`src/rtl/spsf_pkg.sv`:
```
// register map, flag layout and receiver timing shared by the status-flag block
// assumes an APB slave with 32-bit data and 16x oversampling of the receive line
package spsf_pkg;
  // ==========================================================================
  // register offsets (byte addresses)
  localparam logic [7:0] ADDR_STATUS = 8'h00;
  localparam logic [7:0] ADDR_DATA = 8'h04;
  localparam logic [7:0] ADDR_CTRL = 8'h08;
  localparam logic [7:0] ADDR_BAUD = 8'h0c;
  // ==========================================================================
  // serial_status_one bit positions
  localparam int ST_PAR_ERR = 0;
  localparam int ST_STOP_ERR = 1;
  localparam int ST_NOISE = 2;
  localparam int ST_OR = 3;
  localparam int ST_IDLE = 4;
  localparam int ST_RX_FULL = 5;
  localparam int ST_TX_DONE = 6;
  localparam int ST_TX_EMPTY = 7;
  localparam logic [7:0] STATUS_RST = 8'hc0;
  localparam logic [7:0] RX_FLAG_MASK = 8'h3f;
  localparam logic [7:0] TX_FLAG_MASK = 8'hc0;
  localparam logic [7:0] TX_DONE_MASK = 8'h40;
  // ==========================================================================
  // serial_control_two bit positions
  localparam int CT_BREAK = 0;
  localparam int CT_TX_EN = 3;
  localparam int CT_NINE = 4;
  localparam int CT_PAR_EN = 5;
  localparam int CT_ODD = 6;
  localparam int CT_IDLE_SEL = 7;
  localparam logic [7:0] CTRL_MASK = 8'hf9;
  localparam logic [7:0] CTRL_RST = 8'h00;
  localparam logic [15:0] BAUD_RST = 16'h0036;
  // ==========================================================================
  // bit timing in oversample ticks, character lengths in bit times
  localparam logic [3:0] PH_END = 4'hf;
  localparam logic [3:0] START_FIRST = 4'h4;
  localparam logic [3:0] START_LAST = 4'ha;
  localparam logic [3:0] MID_FIRST = 4'h7;
  localparam logic [3:0] MID_LAST = 4'h9;
  localparam logic [3:0] CHAR_BITS_8 = 4'ha;
  localparam logic [3:0] CHAR_BITS_9 = 4'hb;
  typedef enum logic [1:0] {RX_IDLE, RX_START, RX_DATA, RX_STOP} spsf_rx_state_t;
endpackage

```
`src/rtl/spsf_rx.sv`:
```
// receive shifter with majority sampling and idle-line timing
// assumes rxd already synchronised and tick pulsing sixteen times per bit
`timescale 1ns/1ns
`default_nettype none
module spsf_rx (
  input wire logic clk,
  input wire logic rst,
  input wire logic tick,
  input wire logic rxd,
  input wire logic nine_bit,
  input wire logic parity_en,
  input wire logic parity_odd,
  input wire logic idle_sel,
  output logic char_done,
  output logic [7:0] char_data,
  output logic char_noise,
  output logic char_frame_err,
  output logic char_parity_err,
  output logic idle_seen
);
  spsf_pkg::spsf_rx_state_t state_q;
  logic [3:0] phase_q;
  logic [3:0] bit_cnt_q;
  logic [3:0] idle_cnt_q;
  logic [6:0] start_smp_q;
  logic [2:0] mid_smp_q;
  logic [8:0] bits_q;
  logic noise_q;

  function automatic logic maj3(input logic [2:0] s);
    maj3 = (s[0] & s[1]) | (s[0] & s[2]) | (s[1] & s[2]);
  endfunction

  // ==========================================================================
  // sampling decode
  wire bit_end = tick & (phase_q == spsf_pkg::PH_END);
  wire in_start_win = (phase_q >= spsf_pkg::START_FIRST) && (phase_q <= spsf_pkg::START_LAST);
  wire in_mid_win = (phase_q >= spsf_pkg::MID_FIRST) && (phase_q <= spsf_pkg::MID_LAST);
  wire start_ok = ~maj3(start_smp_q[3:1]);
  wire start_noisy = |start_smp_q;
  wire bit_val = maj3(mid_smp_q);
  wire bit_noisy = ~((&mid_smp_q) | ~(|mid_smp_q));
  wire [3:0] last_bit = nine_bit ? 4'h8 : 4'h7;
  wire rx_parity = nine_bit ? ^bits_q : ^bits_q[8:1];
  wire [3:0] idle_limit = nine_bit ? spsf_pkg::CHAR_BITS_9 : spsf_pkg::CHAR_BITS_8;
  wire start_seen = (state_q == spsf_pkg::RX_IDLE) & tick & ~rxd;
  wire in_frame = (state_q == spsf_pkg::RX_DATA) | (state_q == spsf_pkg::RX_STOP);

  // ==========================================================================
  // idle bit-time counting; counting restarts after the start bit, or after the stop bit when idle_sel is set
  wire idle_clr = start_seen | (bit_end & in_frame & (idle_sel | ~bit_val));
  wire idle_step = bit_end & ~idle_clr & ((state_q == spsf_pkg::RX_IDLE) | in_frame);
  wire idle_hit = idle_step & (idle_cnt_q != idle_limit);

  always_ff @(posedge clk) begin
    if (rst) begin
      idle_cnt_q <= 4'h0;
      idle_seen <= 1'b0;
    end else begin
      if (idle_clr) begin
        idle_cnt_q <= 4'h0;
      end else if (idle_hit) begin
        idle_cnt_q <= idle_cnt_q + 4'h1;
      end
      // saturating count gives one pulse per idle stretch
      idle_seen <= idle_hit & (idle_cnt_q + 4'h1 == idle_limit);
    end
  end

  // ==========================================================================
  // frame sequencer
  always_ff @(posedge clk) begin
    if (rst) begin
      state_q <= spsf_pkg::RX_IDLE;
      phase_q <= 4'h0;
      bit_cnt_q <= 4'h0;
      start_smp_q <= 7'h00;
      mid_smp_q <= 3'h0;
      bits_q <= 9'h000;
      noise_q <= 1'b0;
      char_done <= 1'b0;
      char_data <= 8'h00;
      char_noise <= 1'b0;
      char_frame_err <= 1'b0;
      char_parity_err <= 1'b0;
    end else begin
      char_done <= 1'b0;
      if (tick) begin
        phase_q <= start_seen ? 4'h1 : phase_q + 4'h1;
        if (in_start_win) begin
          start_smp_q <= {start_smp_q[5:0], rxd};
        end
        if (in_mid_win) begin
          mid_smp_q <= {mid_smp_q[1:0], rxd};
        end
      end
      unique case (state_q)
        spsf_pkg::RX_IDLE: begin
          if (start_seen) begin
            state_q <= spsf_pkg::RX_START;
          end
        end
        spsf_pkg::RX_START: begin
          if (bit_end) begin
            state_q <= start_ok ? spsf_pkg::RX_DATA : spsf_pkg::RX_IDLE;
            noise_q <= start_noisy;
            bit_cnt_q <= 4'h0;
          end
        end
        spsf_pkg::RX_DATA: begin
          if (bit_end) begin
            bits_q <= {bit_val, bits_q[8:1]};
            noise_q <= noise_q | bit_noisy;
            bit_cnt_q <= bit_cnt_q + 4'h1;
            if (bit_cnt_q == last_bit) begin
              state_q <= spsf_pkg::RX_STOP;
            end
          end
        end
        spsf_pkg::RX_STOP: begin
          if (bit_end) begin
            state_q <= spsf_pkg::RX_IDLE;
            char_done <= 1'b1;
            char_data <= nine_bit ? bits_q[7:0] : bits_q[8:1];
            char_noise <= noise_q | bit_noisy;
            char_frame_err <= ~bit_val;
            char_parity_err <= parity_en & (rx_parity != parity_odd);
          end
        end
      endcase
    end
  end
endmodule
`default_nettype wire

```
`src/rtl/spsf_top.sv`:
```
// status-flag logic of an asynchronous serial port, with APB register access
// assumes CLK at 100 MHz, synchronous active-high RST, RXD asynchronous to CLK
//
// Function
// - transmit-complete is set after reset and when idle with empty buffer
// - transmit-complete clears after status read, then data write, enable rise or break
// - receive-full sets when a character moves into the data register
// - receive-full clears by status read with it set, then data read
// - idle flag sets after 10 or 11 high bit times following activity
// - idle-type clear: idle counting starts right after the start bit
// - idle-type set: idle counting starts only after the stop bit
// - idle flag clears by status read with it set, then data read
// - idle flag sets once per idle stretch and rearms on a new character
// - overrun sets when a character arrives unread; new character is discarded
// - overrun clears by status read with it set, then data read
// - seven start samples, three per bit; disagreement sets noise with receive-full
// - noise flag clears by status read, then data read
// - framing error sets with receive-full when the stop bit samples low
// - framing error clears by status read with it set, then data read
// - parity error sets with receive-full when enabled parity mismatches
// - parity error clears by status read, then data read
// - status flags are read-only; writes to the status register do nothing
// - buffer-empty sets at reset and on shifter load; clears by read then write
`timescale 1ns/1ns
`default_nettype none
module spsf_top (
  input wire logic CLK,
  input wire logic RST,
  input wire logic PSEL,
  input wire logic PENABLE,
  input wire logic PWRITE,
  input wire logic [7:0] PADDR,
  input wire logic [31:0] PWDATA,
  output logic [31:0] PRDATA,
  output logic PREADY,
  output logic PSLVERR,
  input wire logic RXD,
  output logic TXD
);
  logic [7:0] flag_q;
  logic [7:0] snap_q;
  logic [7:0] ctrl_q;
  logic [15:0] baud_q;
  logic [15:0] baud_cnt_q;
  logic [7:0] rx_data_q;
  logic idle_armed_q;
  logic rxd_meta_q;
  logic rxd_sync_q;
  logic [7:0] tx_buf_q;
  logic [10:0] tx_shift_q;
  logic [3:0] tx_left_q;
  logic [3:0] tx_phase_q;
  logic tx_busy_q;
  logic pre_pend_q;
  logic brk_pend_q;
  logic char_done;
  logic [7:0] char_data;
  logic char_noise;
  logic char_frame_err;
  logic char_parity_err;
  logic idle_seen;
  logic [7:0] set_v;

  // ==========================================================================
  // bus decode
  wire access = PSEL & PENABLE;
  wire done = access & PREADY;
  wire sel_status = PADDR == spsf_pkg::ADDR_STATUS;
  wire sel_data = PADDR == spsf_pkg::ADDR_DATA;
  wire sel_ctrl = PADDR == spsf_pkg::ADDR_CTRL;
  wire sel_baud = PADDR == spsf_pkg::ADDR_BAUD;
  wire mapped = sel_status | sel_data | sel_ctrl | sel_baud;
  wire status_rd = done & ~PWRITE & sel_status;
  wire data_rd = done & ~PWRITE & sel_data;
  wire data_wr = done & PWRITE & sel_data;
  wire ctrl_wr = done & PWRITE & sel_ctrl;
  wire baud_wr = done & PWRITE & sel_baud;
  wire [31:0] rdata_mux = sel_status ? {24'h000000, flag_q} :
                          sel_data ? {24'h000000, rx_data_q} :
                          sel_ctrl ? {24'h000000, ctrl_q} :
                          sel_baud ? {16'h0000, baud_q} : 32'h00000000;

  // two-cycle access phase: data is latched one edge before PREADY is seen
  always_ff @(posedge CLK) begin
    if (RST) begin
      PREADY <= 1'b0;
      PSLVERR <= 1'b0;
      PRDATA <= 32'h00000000;
    end else begin
      PREADY <= access & ~PREADY;
      PSLVERR <= access & ~PREADY & ~mapped;
      if (access & ~PREADY & ~PWRITE) begin
        PRDATA <= rdata_mux;
      end
    end
  end

  // ==========================================================================
  // control and baud registers; the status register takes no write
  wire tx_en = ctrl_q[spsf_pkg::CT_TX_EN];
  wire brk_bit = ctrl_q[spsf_pkg::CT_BREAK];
  wire nine = ctrl_q[spsf_pkg::CT_NINE];
  wire par_en = ctrl_q[spsf_pkg::CT_PAR_EN];
  wire odd = ctrl_q[spsf_pkg::CT_ODD];
  wire tx_en_rise = ctrl_wr & PWDATA[spsf_pkg::CT_TX_EN] & ~tx_en;
  wire brk_set = ctrl_wr & PWDATA[spsf_pkg::CT_BREAK];
  wire tick = (baud_cnt_q + 16'h0001) >= baud_q;

  always_ff @(posedge CLK) begin
    if (RST) begin
      ctrl_q <= spsf_pkg::CTRL_RST;
      baud_q <= spsf_pkg::BAUD_RST;
      baud_cnt_q <= 16'h0000;
    end else begin
      if (ctrl_wr) begin
        ctrl_q <= PWDATA[7:0] & spsf_pkg::CTRL_MASK;
      end
      if (baud_wr) begin
        baud_q <= PWDATA[15:0];
      end
      baud_cnt_q <= tick ? 16'h0000 : baud_cnt_q + 16'h0001;
    end
  end

  // ==========================================================================
  // receive path
  always_ff @(posedge CLK) begin
    if (RST) begin
      rxd_meta_q <= 1'b1;
      rxd_sync_q <= 1'b1;
    end else begin
      rxd_meta_q <= RXD;
      rxd_sync_q <= rxd_meta_q;
    end
  end

  spsf_rx u_rx (
    .clk(CLK),
    .rst(RST),
    .tick(tick),
    .rxd(rxd_sync_q),
    .nine_bit(nine),
    .parity_en(par_en),
    .parity_odd(odd),
    .idle_sel(ctrl_q[spsf_pkg::CT_IDLE_SEL]),
    .char_done(char_done),
    .char_data(char_data),
    .char_noise(char_noise),
    .char_frame_err(char_frame_err),
    .char_parity_err(char_parity_err),
    .idle_seen(idle_seen)
  );

  // ==========================================================================
  // clearing sequences
  // only flags captured by the last status read may be cleared
  wire done_kick = data_wr | tx_en_rise | brk_set;
  wire [7:0] acc_mask = ({8{data_rd}} & spsf_pkg::RX_FLAG_MASK) |
                        ({8{data_wr}} & spsf_pkg::TX_FLAG_MASK) |
                        ({8{tx_en_rise | brk_set}} & spsf_pkg::TX_DONE_MASK);
  wire [7:0] clr_v = snap_q & acc_mask;
  // a character read out in the same cycle frees the register for the next
  wire accept = char_done &
                (~flag_q[spsf_pkg::ST_RX_FULL] | clr_v[spsf_pkg::ST_RX_FULL]);

  // ==========================================================================
  // transmit path
  wire data_par = (^(nine ? tx_buf_q : {1'b0, tx_buf_q[6:0]})) ^ odd;
  wire [10:0] data_frame = nine ? {1'b1, par_en ? data_par : 1'b0, tx_buf_q, 1'b0} :
                                  {2'b11, par_en ? data_par : tx_buf_q[7], tx_buf_q[6:0], 1'b0};
  wire tx_idle = ~tx_busy_q & tx_en;
  wire start_brk = tx_idle & (brk_pend_q | brk_bit);
  wire start_pre = tx_idle & ~start_brk & pre_pend_q;
  wire tx_load = tx_idle & ~start_brk & ~start_pre & ~flag_q[spsf_pkg::ST_TX_EMPTY];
  wire tx_start = start_brk | start_pre | tx_load;
  wire tx_bit_end = tx_busy_q & tick & (tx_phase_q == spsf_pkg::PH_END);
  wire done_cond = flag_q[spsf_pkg::ST_TX_EMPTY] & ~tx_busy_q & ~pre_pend_q &
                   ~(tx_en & (brk_pend_q | brk_bit));

  always_ff @(posedge CLK) begin
    if (RST) begin
      tx_buf_q <= 8'h00;
      tx_shift_q <= 11'h7ff;
      tx_left_q <= 4'h0;
      tx_phase_q <= 4'h0;
      tx_busy_q <= 1'b0;
      pre_pend_q <= 1'b0;
      brk_pend_q <= 1'b0;
      TXD <= 1'b1;
    end else begin
      if (data_wr) begin
        tx_buf_q <= PWDATA[7:0];
      end
      if (tx_en_rise) begin
        pre_pend_q <= 1'b1;
      end else if (start_pre) begin
        pre_pend_q <= 1'b0;
      end
      if (brk_set) begin
        brk_pend_q <= 1'b1;
      end else if (start_brk) begin
        brk_pend_q <= 1'b0;
      end
      if (tx_start) begin
        tx_busy_q <= 1'b1;
        tx_phase_q <= 4'h0;
        tx_left_q <= nine ? spsf_pkg::CHAR_BITS_9 : spsf_pkg::CHAR_BITS_8;
        tx_shift_q <= start_brk ? 11'h000 : start_pre ? 11'h7ff : data_frame;
      end else if (tx_busy_q && tick) begin
        tx_phase_q <= tx_phase_q + 4'h1;
        if (tx_bit_end) begin
          tx_shift_q <= {1'b1, tx_shift_q[10:1]};
          tx_left_q <= tx_left_q - 4'h1;
          tx_busy_q <= tx_left_q != 4'h1;
        end
      end
      TXD <= tx_busy_q ? tx_shift_q[0] : 1'b1;
    end
  end

  // ==========================================================================
  // status flags: set always wins over clear
  assign set_v[spsf_pkg::ST_PAR_ERR] = accept & char_parity_err;
  assign set_v[spsf_pkg::ST_STOP_ERR] = accept & char_frame_err;
  assign set_v[spsf_pkg::ST_NOISE] = accept & char_noise;
  assign set_v[spsf_pkg::ST_OR] = char_done & ~accept;
  assign set_v[spsf_pkg::ST_IDLE] = idle_seen & idle_armed_q;
  assign set_v[spsf_pkg::ST_RX_FULL] = accept;
  // the kick itself starts activity, so it keeps the flag from re-setting
  assign set_v[spsf_pkg::ST_TX_DONE] = done_cond & ~done_kick;
  assign set_v[spsf_pkg::ST_TX_EMPTY] = tx_load;

  always_ff @(posedge CLK) begin
    if (RST) begin
      flag_q <= spsf_pkg::STATUS_RST;
      snap_q <= 8'h00;
      rx_data_q <= 8'h00;
      idle_armed_q <= 1'b0;
    end else begin
      flag_q <= (flag_q & ~clr_v) | set_v;
      snap_q <= status_rd ? PRDATA[7:0] : snap_q & ~acc_mask;
      if (accept) begin
        rx_data_q <= char_data;
      end
      if (accept) begin
        idle_armed_q <= 1'b1;
      end else if (set_v[spsf_pkg::ST_IDLE]) begin
        idle_armed_q <= 1'b0;
      end
    end
  end
endmodule
`default_nettype wire

```
`config.mk`:
```
export PLATFORM = sky130hd
export DESIGN_NAME = spsf_top
export DESIGN_NICKNAME = d
export VERILOG_FILES = /design/src/rtl/spsf_pkg.sv /design/src/rtl/spsf_rx.sv /design/src/rtl/spsf_top.sv
export SDC_FILE = /design/constraint.sdc
export NUM_CORES = 1
export LEC_CHECK = 0
export BUFFER_PORTS_ARGS = -buffer_cell sky130_fd_sc_hd__buf_2
export CAP_MARGIN = 20
export CORE_MARGIN = 10
export CORE_UTILIZATION = 59
export CTS_CLUSTER_DIAMETER = 200
export CTS_CLUSTER_SIZE = 28
export DETAILED_ROUTE_END_ITERATION = 8
export PLACE_DENSITY = 0.84
export SYNTH_ARGS = -nofsm -noshare
export SYNTH_HDL_FRONTEND = slang
export SYNTH_SLANG_ARGS = --single-unit
```
`constraint.sdc`:
```
create_clock -name CLK -period 4.1 [get_ports CLK]
set_clock_uncertainty 0.1 [all_clocks]
set_input_delay 0.205 -clock CLK [delete_from_list [all_inputs] [get_ports CLK]]
set_output_delay 0.205 -clock CLK [all_outputs]
set_load 0.1 [all_outputs]
```
Yosys cells after proc, flatten, opt, wreduce, memory -nomap -nowiden
Cells that the tools add are included.
{"block": "op_classes", "addsub": 6, "order_cmp": 5, "eq_ne": 18, "n_mux": 45, "n_bitwise": 98, "reduce_logical": 29}
{"operator": "2-to-1 mux 16 bit", "count": 4}
{"operator": "AND 1 bit", "count": 50}
{"operator": "2-to-1 mux 11 bit", "count": 4}
{"operator": "2-to-1 mux 4 bit", "count": 7}
{"operator": "AND 8 bit", "count": 3}
{"operator": "2-to-1 mux 8 bit", "count": 3}
{"operator": "2-to-1 mux 10 bit", "count": 2}
{"operator": "bitwise OR 1 bit", "count": 20}
{"operator": "inverter 1 bit", "count": 19}
{"operator": "adder 16 x 1 -> 16 bit, second input constant", "count": 1}
{"operator": "adder 4 x 1 -> 4 bit, second input constant", "count": 4}
{"operator": "== test 8 x 4 -> 1 bit, second input constant", "count": 2}
{"operator": ">= comparator 16 bit", "count": 1}
{"operator": "2-to-1 mux 1 bit", "count": 16}
{"operator": "inverter 8 bit", "count": 2}
{"operator": "XOR reduction 8 bit", "count": 2}
{"operator": "2-to-1 mux 2 bit", "count": 6}
{"operator": "nonzero test 2 bit", "count": 6}
{"operator": "AND reduction 2 bit", "count": 5}
{"operator": "OR reduction 2 bit", "count": 5}
{"operator": "XOR reduction 9 bit", "count": 1}
{"operator": "== test 4 bit", "count": 2}
{"operator": "== test 4 bit, second input constant", "count": 2}
{"operator": "== test 8 x 3 -> 1 bit, second input constant", "count": 1}
{"operator": "other kinds (24)", "count": 33}
{"block": "totals", "register_bits": 177, "out_inout_bits": 35, "wordCells": 235}

Depth between registers and ports, before layout
Gate-level depths: netlist of the first run.
{"block": "depth", "ltp_word": 14, "mapped_depth": 14, "depth_no_buf": 12}

By module
A second synthesis of the first run with hierarchy kept.
{"block": "unflattened", "hier_cells": 891, "area_unflattened_um2": 7791.2}
{"module": "spsf_top", "n_inst": 1, "cells_per_inst": 623, "area_per_inst_um2": 5440.2, "seq_area_each_um2": 2282.2}
{"module": "spsf_rx", "n_inst": 1, "cells_per_inst": 268, "area_per_inst_um2": 2351.0, "seq_area_each_um2": 940.9}

Least setup slack after synthesis of the first run
OpenSTA, ideal clock, no wires.
{"block": "synth_timing", "path_type": "register -> register", "startpoint": "reg baud_cnt_q[2]", "endpoint": "reg u_rx.bits_q[0]", "arrival_ns": 3.398, "required_time_ns": 3.872, "path_slack_ns": 0.474, "stages_incl_launch_ff": 15, "synth_period_minus_slack_ns": 3.626, "path_cell_list": "dfxtp_1 > and4_1 > nand3_1 > nor3_1 > nand3_1 > xnor2_1 > ha_1 > nand4_1 > or2_1 > or4_1 > buf_4 > a311oi_1 > buf_4 > mux2i_1 > nor2_1"}
{"block": "synth_between", "elab_chain_cells": 4}
{"element": "from (decl)", "line_no": "spsf_top.sv:44", "source": "logic [15:0] baud_cnt_q;"}
{"element": "from (signal assigned)", "line_no": "spsf_top.sv:121", "source": "baud_cnt_q <= tick ? 16'h0000 : baud_cnt_q + 16'h0001;"}
{"element": "adder 16 x 1 -> 16 bit", "line_no": "spsf_top.sv:107", "source": "wire tick = (baud_cnt_q + 16'h0001) >= baud_q;"}
{"element": ">= comparator 16 bit", "line_no": "spsf_top.sv:107"}
{"element": "AND 1 bit", "line_no": "spsf_rx.sv:36", "source": "wire bit_end = tick & (phase_q == spsf_pkg::PH_END);"}
{"element": "AND reduction 2 bit (no source line)"}
{"element": "to (signal assigned)", "line_no": "spsf_rx.sv:112", "source": "bits_q <= {bit_val, bits_q[8:1]};"}
{"element": "to (decl)", "line_no": "spsf_rx.sv:27", "source": "logic [8:0] bits_q;"}
No other way between the ends.
A chain may end at the register's enable or synchronous reset.

Worst setup path after layout of the first run
{"block": "layout_timing", "startpoint": "reg baud_cnt_q[3]", "endpoint": "reg u_rx.bits_q[2]"}
Same word-level chain as after synthesis.

==> impl_metrics.env, run 1 <==
export IMPL_leakage_nw=3.37
export IMPL_clk_path_buf_depth=2
export IMPL_final_antenna_net_count=0
export IMPL_synth_yosys_seq_area_share_pct=42.0
export IMPL_crit_required_ns=4.28
export IMPL_port_buffers=48
export IMPL_synth_flop_cell="dfxtp_1"
export IMPL_cts_buffers=17
export IMPL_cts_sinks=161
export IMPL_clk_pin_slew_ns=0.06
export IMPL_critPathSlowestCell="or4_1"
export IMPL_power_total_mw=3.46
export IMPL_track_usage_pct=21.0
export IMPL_syn_area_per_cell_sq_um=8.57
export IMPL_final_common_cell="dfxtp_1"
export IMPL_final_area_sq_um=8850
export IMPL_dr_pass1_iters=5
export IMPL_async_flop_share_pct=0
export IMPL_min_period_ns=3.89
export IMPL_synth_area_leaders="dfxtp_1 (42%), nand2_1 (5.4%), mux2i_1 (4.4%), nor2_1 (4.3%), ha_1 (4.2%)"
export IMPL_drtIter0Drc=658
export IMPL_vias=6638
export IMPL_core_area_sq_um=12700
export IMPL_finalHoldViolations=0
export IMPL_post_dp_cell_area_sq_um=7980
export IMPL_via_per_inst=5.85
export IMPL_ys_ff_latch=161
export IMPL_drc=0
export IMPL_synth_yosys_warnings=0
export IMPL_power_density_nw_per_um2=391
export IMPL_status="complete, no violations"
export IMPL_most_common_layout_cells="dfxtp_1 (160), nand2_1 (110), nor2_1 (87)"
export IMPL_io_pins=81
export IMPL_grt_pass1_vias=6427
export IMPL_syn2layout_area_growth_pct=15.4
export IMPL_hold_class="input pin to flop"
export IMPL_max_slew_margin_pct=33.7
export IMPL_fin_crit_sh_pct=94.8
export IMPL_cp_max_fo=10
export IMPL_die_w_um=134
export IMPL_routed_wl_um=19200
export IMPL_nets=1021
export IMPL_setup_violations=0
export IMPL_grt_max_degree=95
export IMPL_start_util_pct=60.5
export IMPL_synth_cell_type_count=69
export IMPL_cts_root_buffer="clkbuf_16"
export IMPL_antennaDiodeCount=0
export IMPL_path_buf_inv=2
export IMPL_grt_pass1_wl_um=31500
export IMPL_finalSetupTns_ns=0
export IMPL_syn_cell_area_sq_um=7670
export IMPL_clk_latency_ns=0.43
export IMPL_maxSlewViolCount=0
export IMPL_crit_path_cell_trace="and4_2, nand3_1, nor3_4, nand3_1, xnor2_1, ha_1, nand4_1, or2_4, or4_1, buf_4, a311oi_4, buf_4, mux2i_1, nor2_1"
export IMPL_hpwl_um=12500
export IMPL_peakVddDrop_mv=0.343
export IMPL_gr_total_overflow=0
export IMPL_synthCells=895
export IMPL_synth_top_area_share_pct=42.0
export IMPL_dpl_cell_count=1080
export IMPL_stdcell_count=1134
export IMPL_arrival_ns=4.06
export IMPL_floorplan_rows=41
export IMPL_gp_congestion=0.897
export IMPL_grt_antenna_before_repair=0
export IMPL_fmax_ghz=0.257
export IMPL_cp_start_kind="flop"
export IMPL_end_kind="flop"
export IMPL_die_y_um=134
export IMPL_slowest_delay_ns=0.54
export IMPL_cts_tree="yes"
export IMPL_cp_top_family="simple AND/OR/NAND/NOR gates"
export IMPL_drv_cap=0
export IMPL_cts_max_level=4
export IMPL_synth_area_leader_cell="dfxtp_1"
export IMPL_fin_util_pct=69.9
export IMPL_drt_wirelength_per_cell_um=16.9
export IMPL_tightest_slew_ns=0.993
export IMPL_layout_drive_gt1_share_pct=13.0
export IMPL_crit_type="flop to flop"
export IMPL_synth_edf_count=0
export IMPL_dieArea_sq_um=18000
==> report_power, final <==
group	internal (mW)	switching, mW	total [mW]
clock network	1.03	0.642	1.67
logic	0.0459	0.158	0.203
registers	1.57	0.00983	1.58
total	2.65	0.809	3.46
==> repair_timing <==
| item | CTS | global route |
|---|---|---|
| resized for setup | 1 | 8 |
| hold buffers | 19 | 0 |
| pin swaps | 0 | 4 |
| buffers inserted | 0 | 2 |
| endpoints found under the setup margin | 5 | 51 |
| cloned | 0 | 1 |
| hold endpoints to repair | 30 | 0 |
==> sequential cells by signal, summed over array words and instances (netlist names), 6 cells and up, named ones only <==
signal / flops
baud_q: 16
u_rx.char_data: 8
flag_q: 8
u_rx.start_smp_q: 7
u_rx.bits_q: 9
tx_shift_q: 11
PRDATA: 16
baud_cnt_q: 16
ctrl_q: 6
tx_buf_q: 8
rx_data_q: 8
snap_q: 8
==> final cells by class <==
class	instances	area [sq um]
multi-input cells	654	4110
fillers	947	3820
flip-flops and latches	161	3220
repair buffers	84	562
clock buffers	18	439
well taps	172	215
clock inverters	14	188
inverters	31	116
==> cells by family (layout without fill, tap and decap cells) <==
logic type	after synthesis	after routing	share of synthesized area [%]
compound gates	188	188	16.9
xor+xnor	40	40	4.57
simple gates	343	343	21.1
mux	39	39	5.17
buf+inv	95	147	5.66
other cells	1	16	0.0489
fa+ha+maj	28	28	4.50
flops	161	161	42.0
==> cells in the mapped netlist (12+ instances only) <==
master / n
o21ai_0: 17
a211oi_1: 12
nor2_1: 87
inv_1: 31
nand3_1: 30
clkbuf_1: 40
nand2_1: 110
dfxtp_1: 161
buf_4: 20
ha_1: 26
nor3_1: 31
a21oi_1: 60
and3_1: 15
mux2i_1: 34
xnor2_1: 28
xor2_1: 12
a22oi_1: 23
==> final timing paths <==
check	from	end	slack (ns)	depth (start not counted)
min reg2reg	rxd_meta_q$_SDFF_PP1_	rxd_sync_q$_SDFF_PP1_	0.32	1
max reg2reg	baud_cnt_q[3]$_SDFF_PP0_	u_rx.bits_q[2]$_SDFFE_PP0P_	0.21	14
min	RST	u_rx.mid_smp_q[1]$_SDFFE_PP0P_	0.07	2
max	baud_cnt_q[3]$_SDFF_PP0_	u_rx.bits_q[2]$_SDFFE_PP0P_	0.21	14
==> stage by stage <==
step / hold WS (ns) / setup slack, ns
final: 0.0727 / 0.213
after global routing: 0.101 / -0.000488
after CTS: 0.0622 / 0.0956
after detailed placement: 0.292 / 0.0237
after global placement: 0.291 / 0.104
after floorplan: 0.209 / 0.474
==> routing by layer <==
metal | global-route usage [%] | vias up | part of all wire [%]
met3 | 4.48 | 35 | 6.0
li1 | - | 3251 | -
met2 | 35.2 | 219 | 49
met5 | 0 | - | 0
met4 | 8.34 | 0 | 2.3
met1 | 25.7 | 3133 | 42
Power figures use the tool's default switching activity.
==> run 2, diff against run 1 <==
- CORE_ASPECT_RATIO: not set -> 1.5
- CORE_UTILIZATION: 59 -> 63
- PLACE_DENSITY: 0.84 -> 0.89
- clock period: 4.1 -> 4.88 ns (I/O delays scaled with it)
==> impl_metrics.env, run 2 (synthesis gave the netlist of run 1 again) <==
export IMPL_dieArea_sq_um=17100
export IMPL_vias=6798
export IMPL_grt_antenna_before_repair=0
export IMPL_crit_required_ns=5.07
export IMPL_dr_pass1_iters=6
export IMPL_port_buffers=48
export IMPL_arrival_ns=4.70
export IMPL_gr_total_overflow=0
export IMPL_power_switching_mw=0.665
export IMPL_hold_class="input pin to flop"
export IMPL_crit_type="flop to flop"
export IMPL_grt_pass1_vias=6746
export IMPL_cts_sinks=161
export IMPL_maxSlewViolCount=0
export IMPL_cts_max_level=4
export IMPL_p_comb_share_pct=5.8
export IMPL_cp_max_fo=11
export IMPL_p_clk_share_pct=47.3
export IMPL_violations="hold timing"
export IMPL_drt_wirelength_per_cell_um=18.0
export IMPL_fillers=844
export IMPL_leakage_nw=3.22
export IMPL_nets=1001
export IMPL_die_y_um=155
export IMPL_cts_buffers=17
export IMPL_top_regs="PRDATA (16), baud_cnt_q (16), baud_q (16)"
export IMPL_final_common_cell="dfxtp_1"
export IMPL_holdWs_ns=-0.00242
export IMPL_drv_cap=0
export IMPL_io_pins=81
export IMPL_layout_drive_gt1_share_pct=11.3
export IMPL_syn2layout_area_growth_pct=11.9
export IMPL_most_common_layout_cells="dfxtp_1 (161), nand2_1 (110), nor2_1 (87)"
export IMPL_peakVddDrop_mv=0.211
export IMPL_fin_crit_sh_pct=92.2
export IMPL_antennaDiodeCount=0
export IMPL_grt_max_degree=100
export IMPL_status="finished, violations left"
export IMPL_cp_start_kind="flop"
export IMPL_via_per_inst=6.21
export IMPL_clk_pin_slew_ns=0.06
export IMPL_gp_congestion=0.900
export IMPL_post_dp_cell_area_sq_um=7900
export IMPL_hpwl_um=13100
export IMPL_rsz0062_at_grt="no"
export IMPL_final_area_sq_um=8580
export IMPL_max_slew_margin_pct=25.5
export IMPL_die_w_um=110
export IMPL_finalSetupTns_ns=0
export IMPL_start_util_pct=64.2
export IMPL_final_antenna_net_count=0
export IMPL_min_period_ns=4.50
export IMPL_drtIter0Drc=536
export IMPL_routed_wl_um=19800
export IMPL_clk_latency_ns=0.42
export IMPL_setup_violations=0
export IMPL_drc=0
export IMPL_swShare_pct=23.4
export IMPL_grt_pass1_wl_um=32100
export IMPL_clk_path_buf_depth=2
export IMPL_finalHoldViolations=1
export IMPL_core_area_sq_um=12000
export IMPL_floorplan_rows=49
export IMPL_p_int_mw=2.17
export IMPL_cts_tree="yes"
export IMPL_p_seq_share_pct=46.9
export IMPL_cts_root_buffer="clkbuf_16"
export IMPL_power_density_nw_per_um2=330
export IMPL_end_kind="flop"
export IMPL_fmax_ghz=0.222
export IMPL_track_usage_pct=23.2
export IMPL_tightest_slew_ns=1.11
-- run 2: cell types whose count changed in the layout (fill, tap and decap cells not counted), moves of 2 or more --
cell           delta
buf_4             -8
dlygate4sd3_1    -10
clkbuf_1          +4
nor3_1            +2
-- run 2: layout make-up --
class | count | area [sq um] | area share, %
Sequential cell | 161 | 3220 | 37.6
Clock buffer | 22 | 454 | 5.29
Timing Repair Buffer | 64 | 385 | 4.49
Tap cell | 153 | 191 | 2.23
Clock inverter | 10 | 135 | 1.57
Inverter | 31 | 116 | 1.36
Multi-Input combinational cell | 654 | 4080 | 47.5
-- run 2: path summary, 6_finish.rpt --
path / start / end / slack [ns] / cells after the start
max: baud_cnt_q[2]$_SDFF_PP0_ / u_rx.bit_cnt_q[3]$_SDFFE_PP0P_ / 0.38 / 12
min: PWDATA[2] / tx_buf_q[2]$_SDFFE_PP0P_ / -0.002 / 3
max reg2reg: baud_cnt_q[2]$_SDFF_PP0_ / u_rx.bit_cnt_q[3]$_SDFFE_PP0P_ / 0.38 / 12
min reg2reg: rxd_meta_q$_SDFF_PP1_ / rxd_sync_q$_SDFF_PP1_ / 0.31 / 1
-- run 2: worst max-delay path, stage by stage, from the launching register on --
cell and delay [ns]:
dfxtp_1 0.41, and4_1 0.32, nand3_1 0.14, nor3_1 0.43, nand3_1 0.16, xnor2_1 0.19
ha_1 0.32, nand4_1 0.14, or2_1 0.33, or4_1 0.84, a31oi_2 0.64, mux2i_1 0.27
a31oi_1 0.09
-- run 2: stage by stage --
step	instances	utilization [%]	hold slack [ns]	total power, mW	setup WS (ns)
2_1_floorplan	910	-	0.248	1.49	1.25
3_3_place_gp	1054	66.1	0.294	1.51	0.656
3_5_place_dp	1054	66.1	0.303	1.51	0.565
4_1_cts	1095	71.8	0.00135	2.83	0.440
5_1_grt	1095	71.8	0.0177	2.90	0.0951
6_report	1095	71.8	-0.00242	2.84	0.379
-- run 2: timing repair --
item	in CTS	in global routing
hold buffers	9	0
resized for setup	0	0
endpoints found under the hold margin	10	0
buffers inserted	0	0
-- run 2: per-layer routing --
layer,vias to the layer above,track usage [%],routed length [um]
li1,3209,-,-
met1,3229,24.6,7160
met2,295,41.4,10500
met3,65,4.30,1220
met4,0,12.8,856
met5,-,0,0
-- run 2: power groups by stage --
| stage | Clock [mW] | Sequential (mW) | Combinational (mW) |
|---|---|---|---|
| after global placement | 0 | 1.36 | 0.152 |
| after floorplan | 0 | 1.38 | 0.112 |
| after global routing | 1.39 | 1.33 | 0.173 |
| after CTS | 1.34 | 1.33 | 0.161 |
| final | 1.34 | 1.33 | 0.164 |
| after detailed placement | 0 | 1.36 | 0.155 |
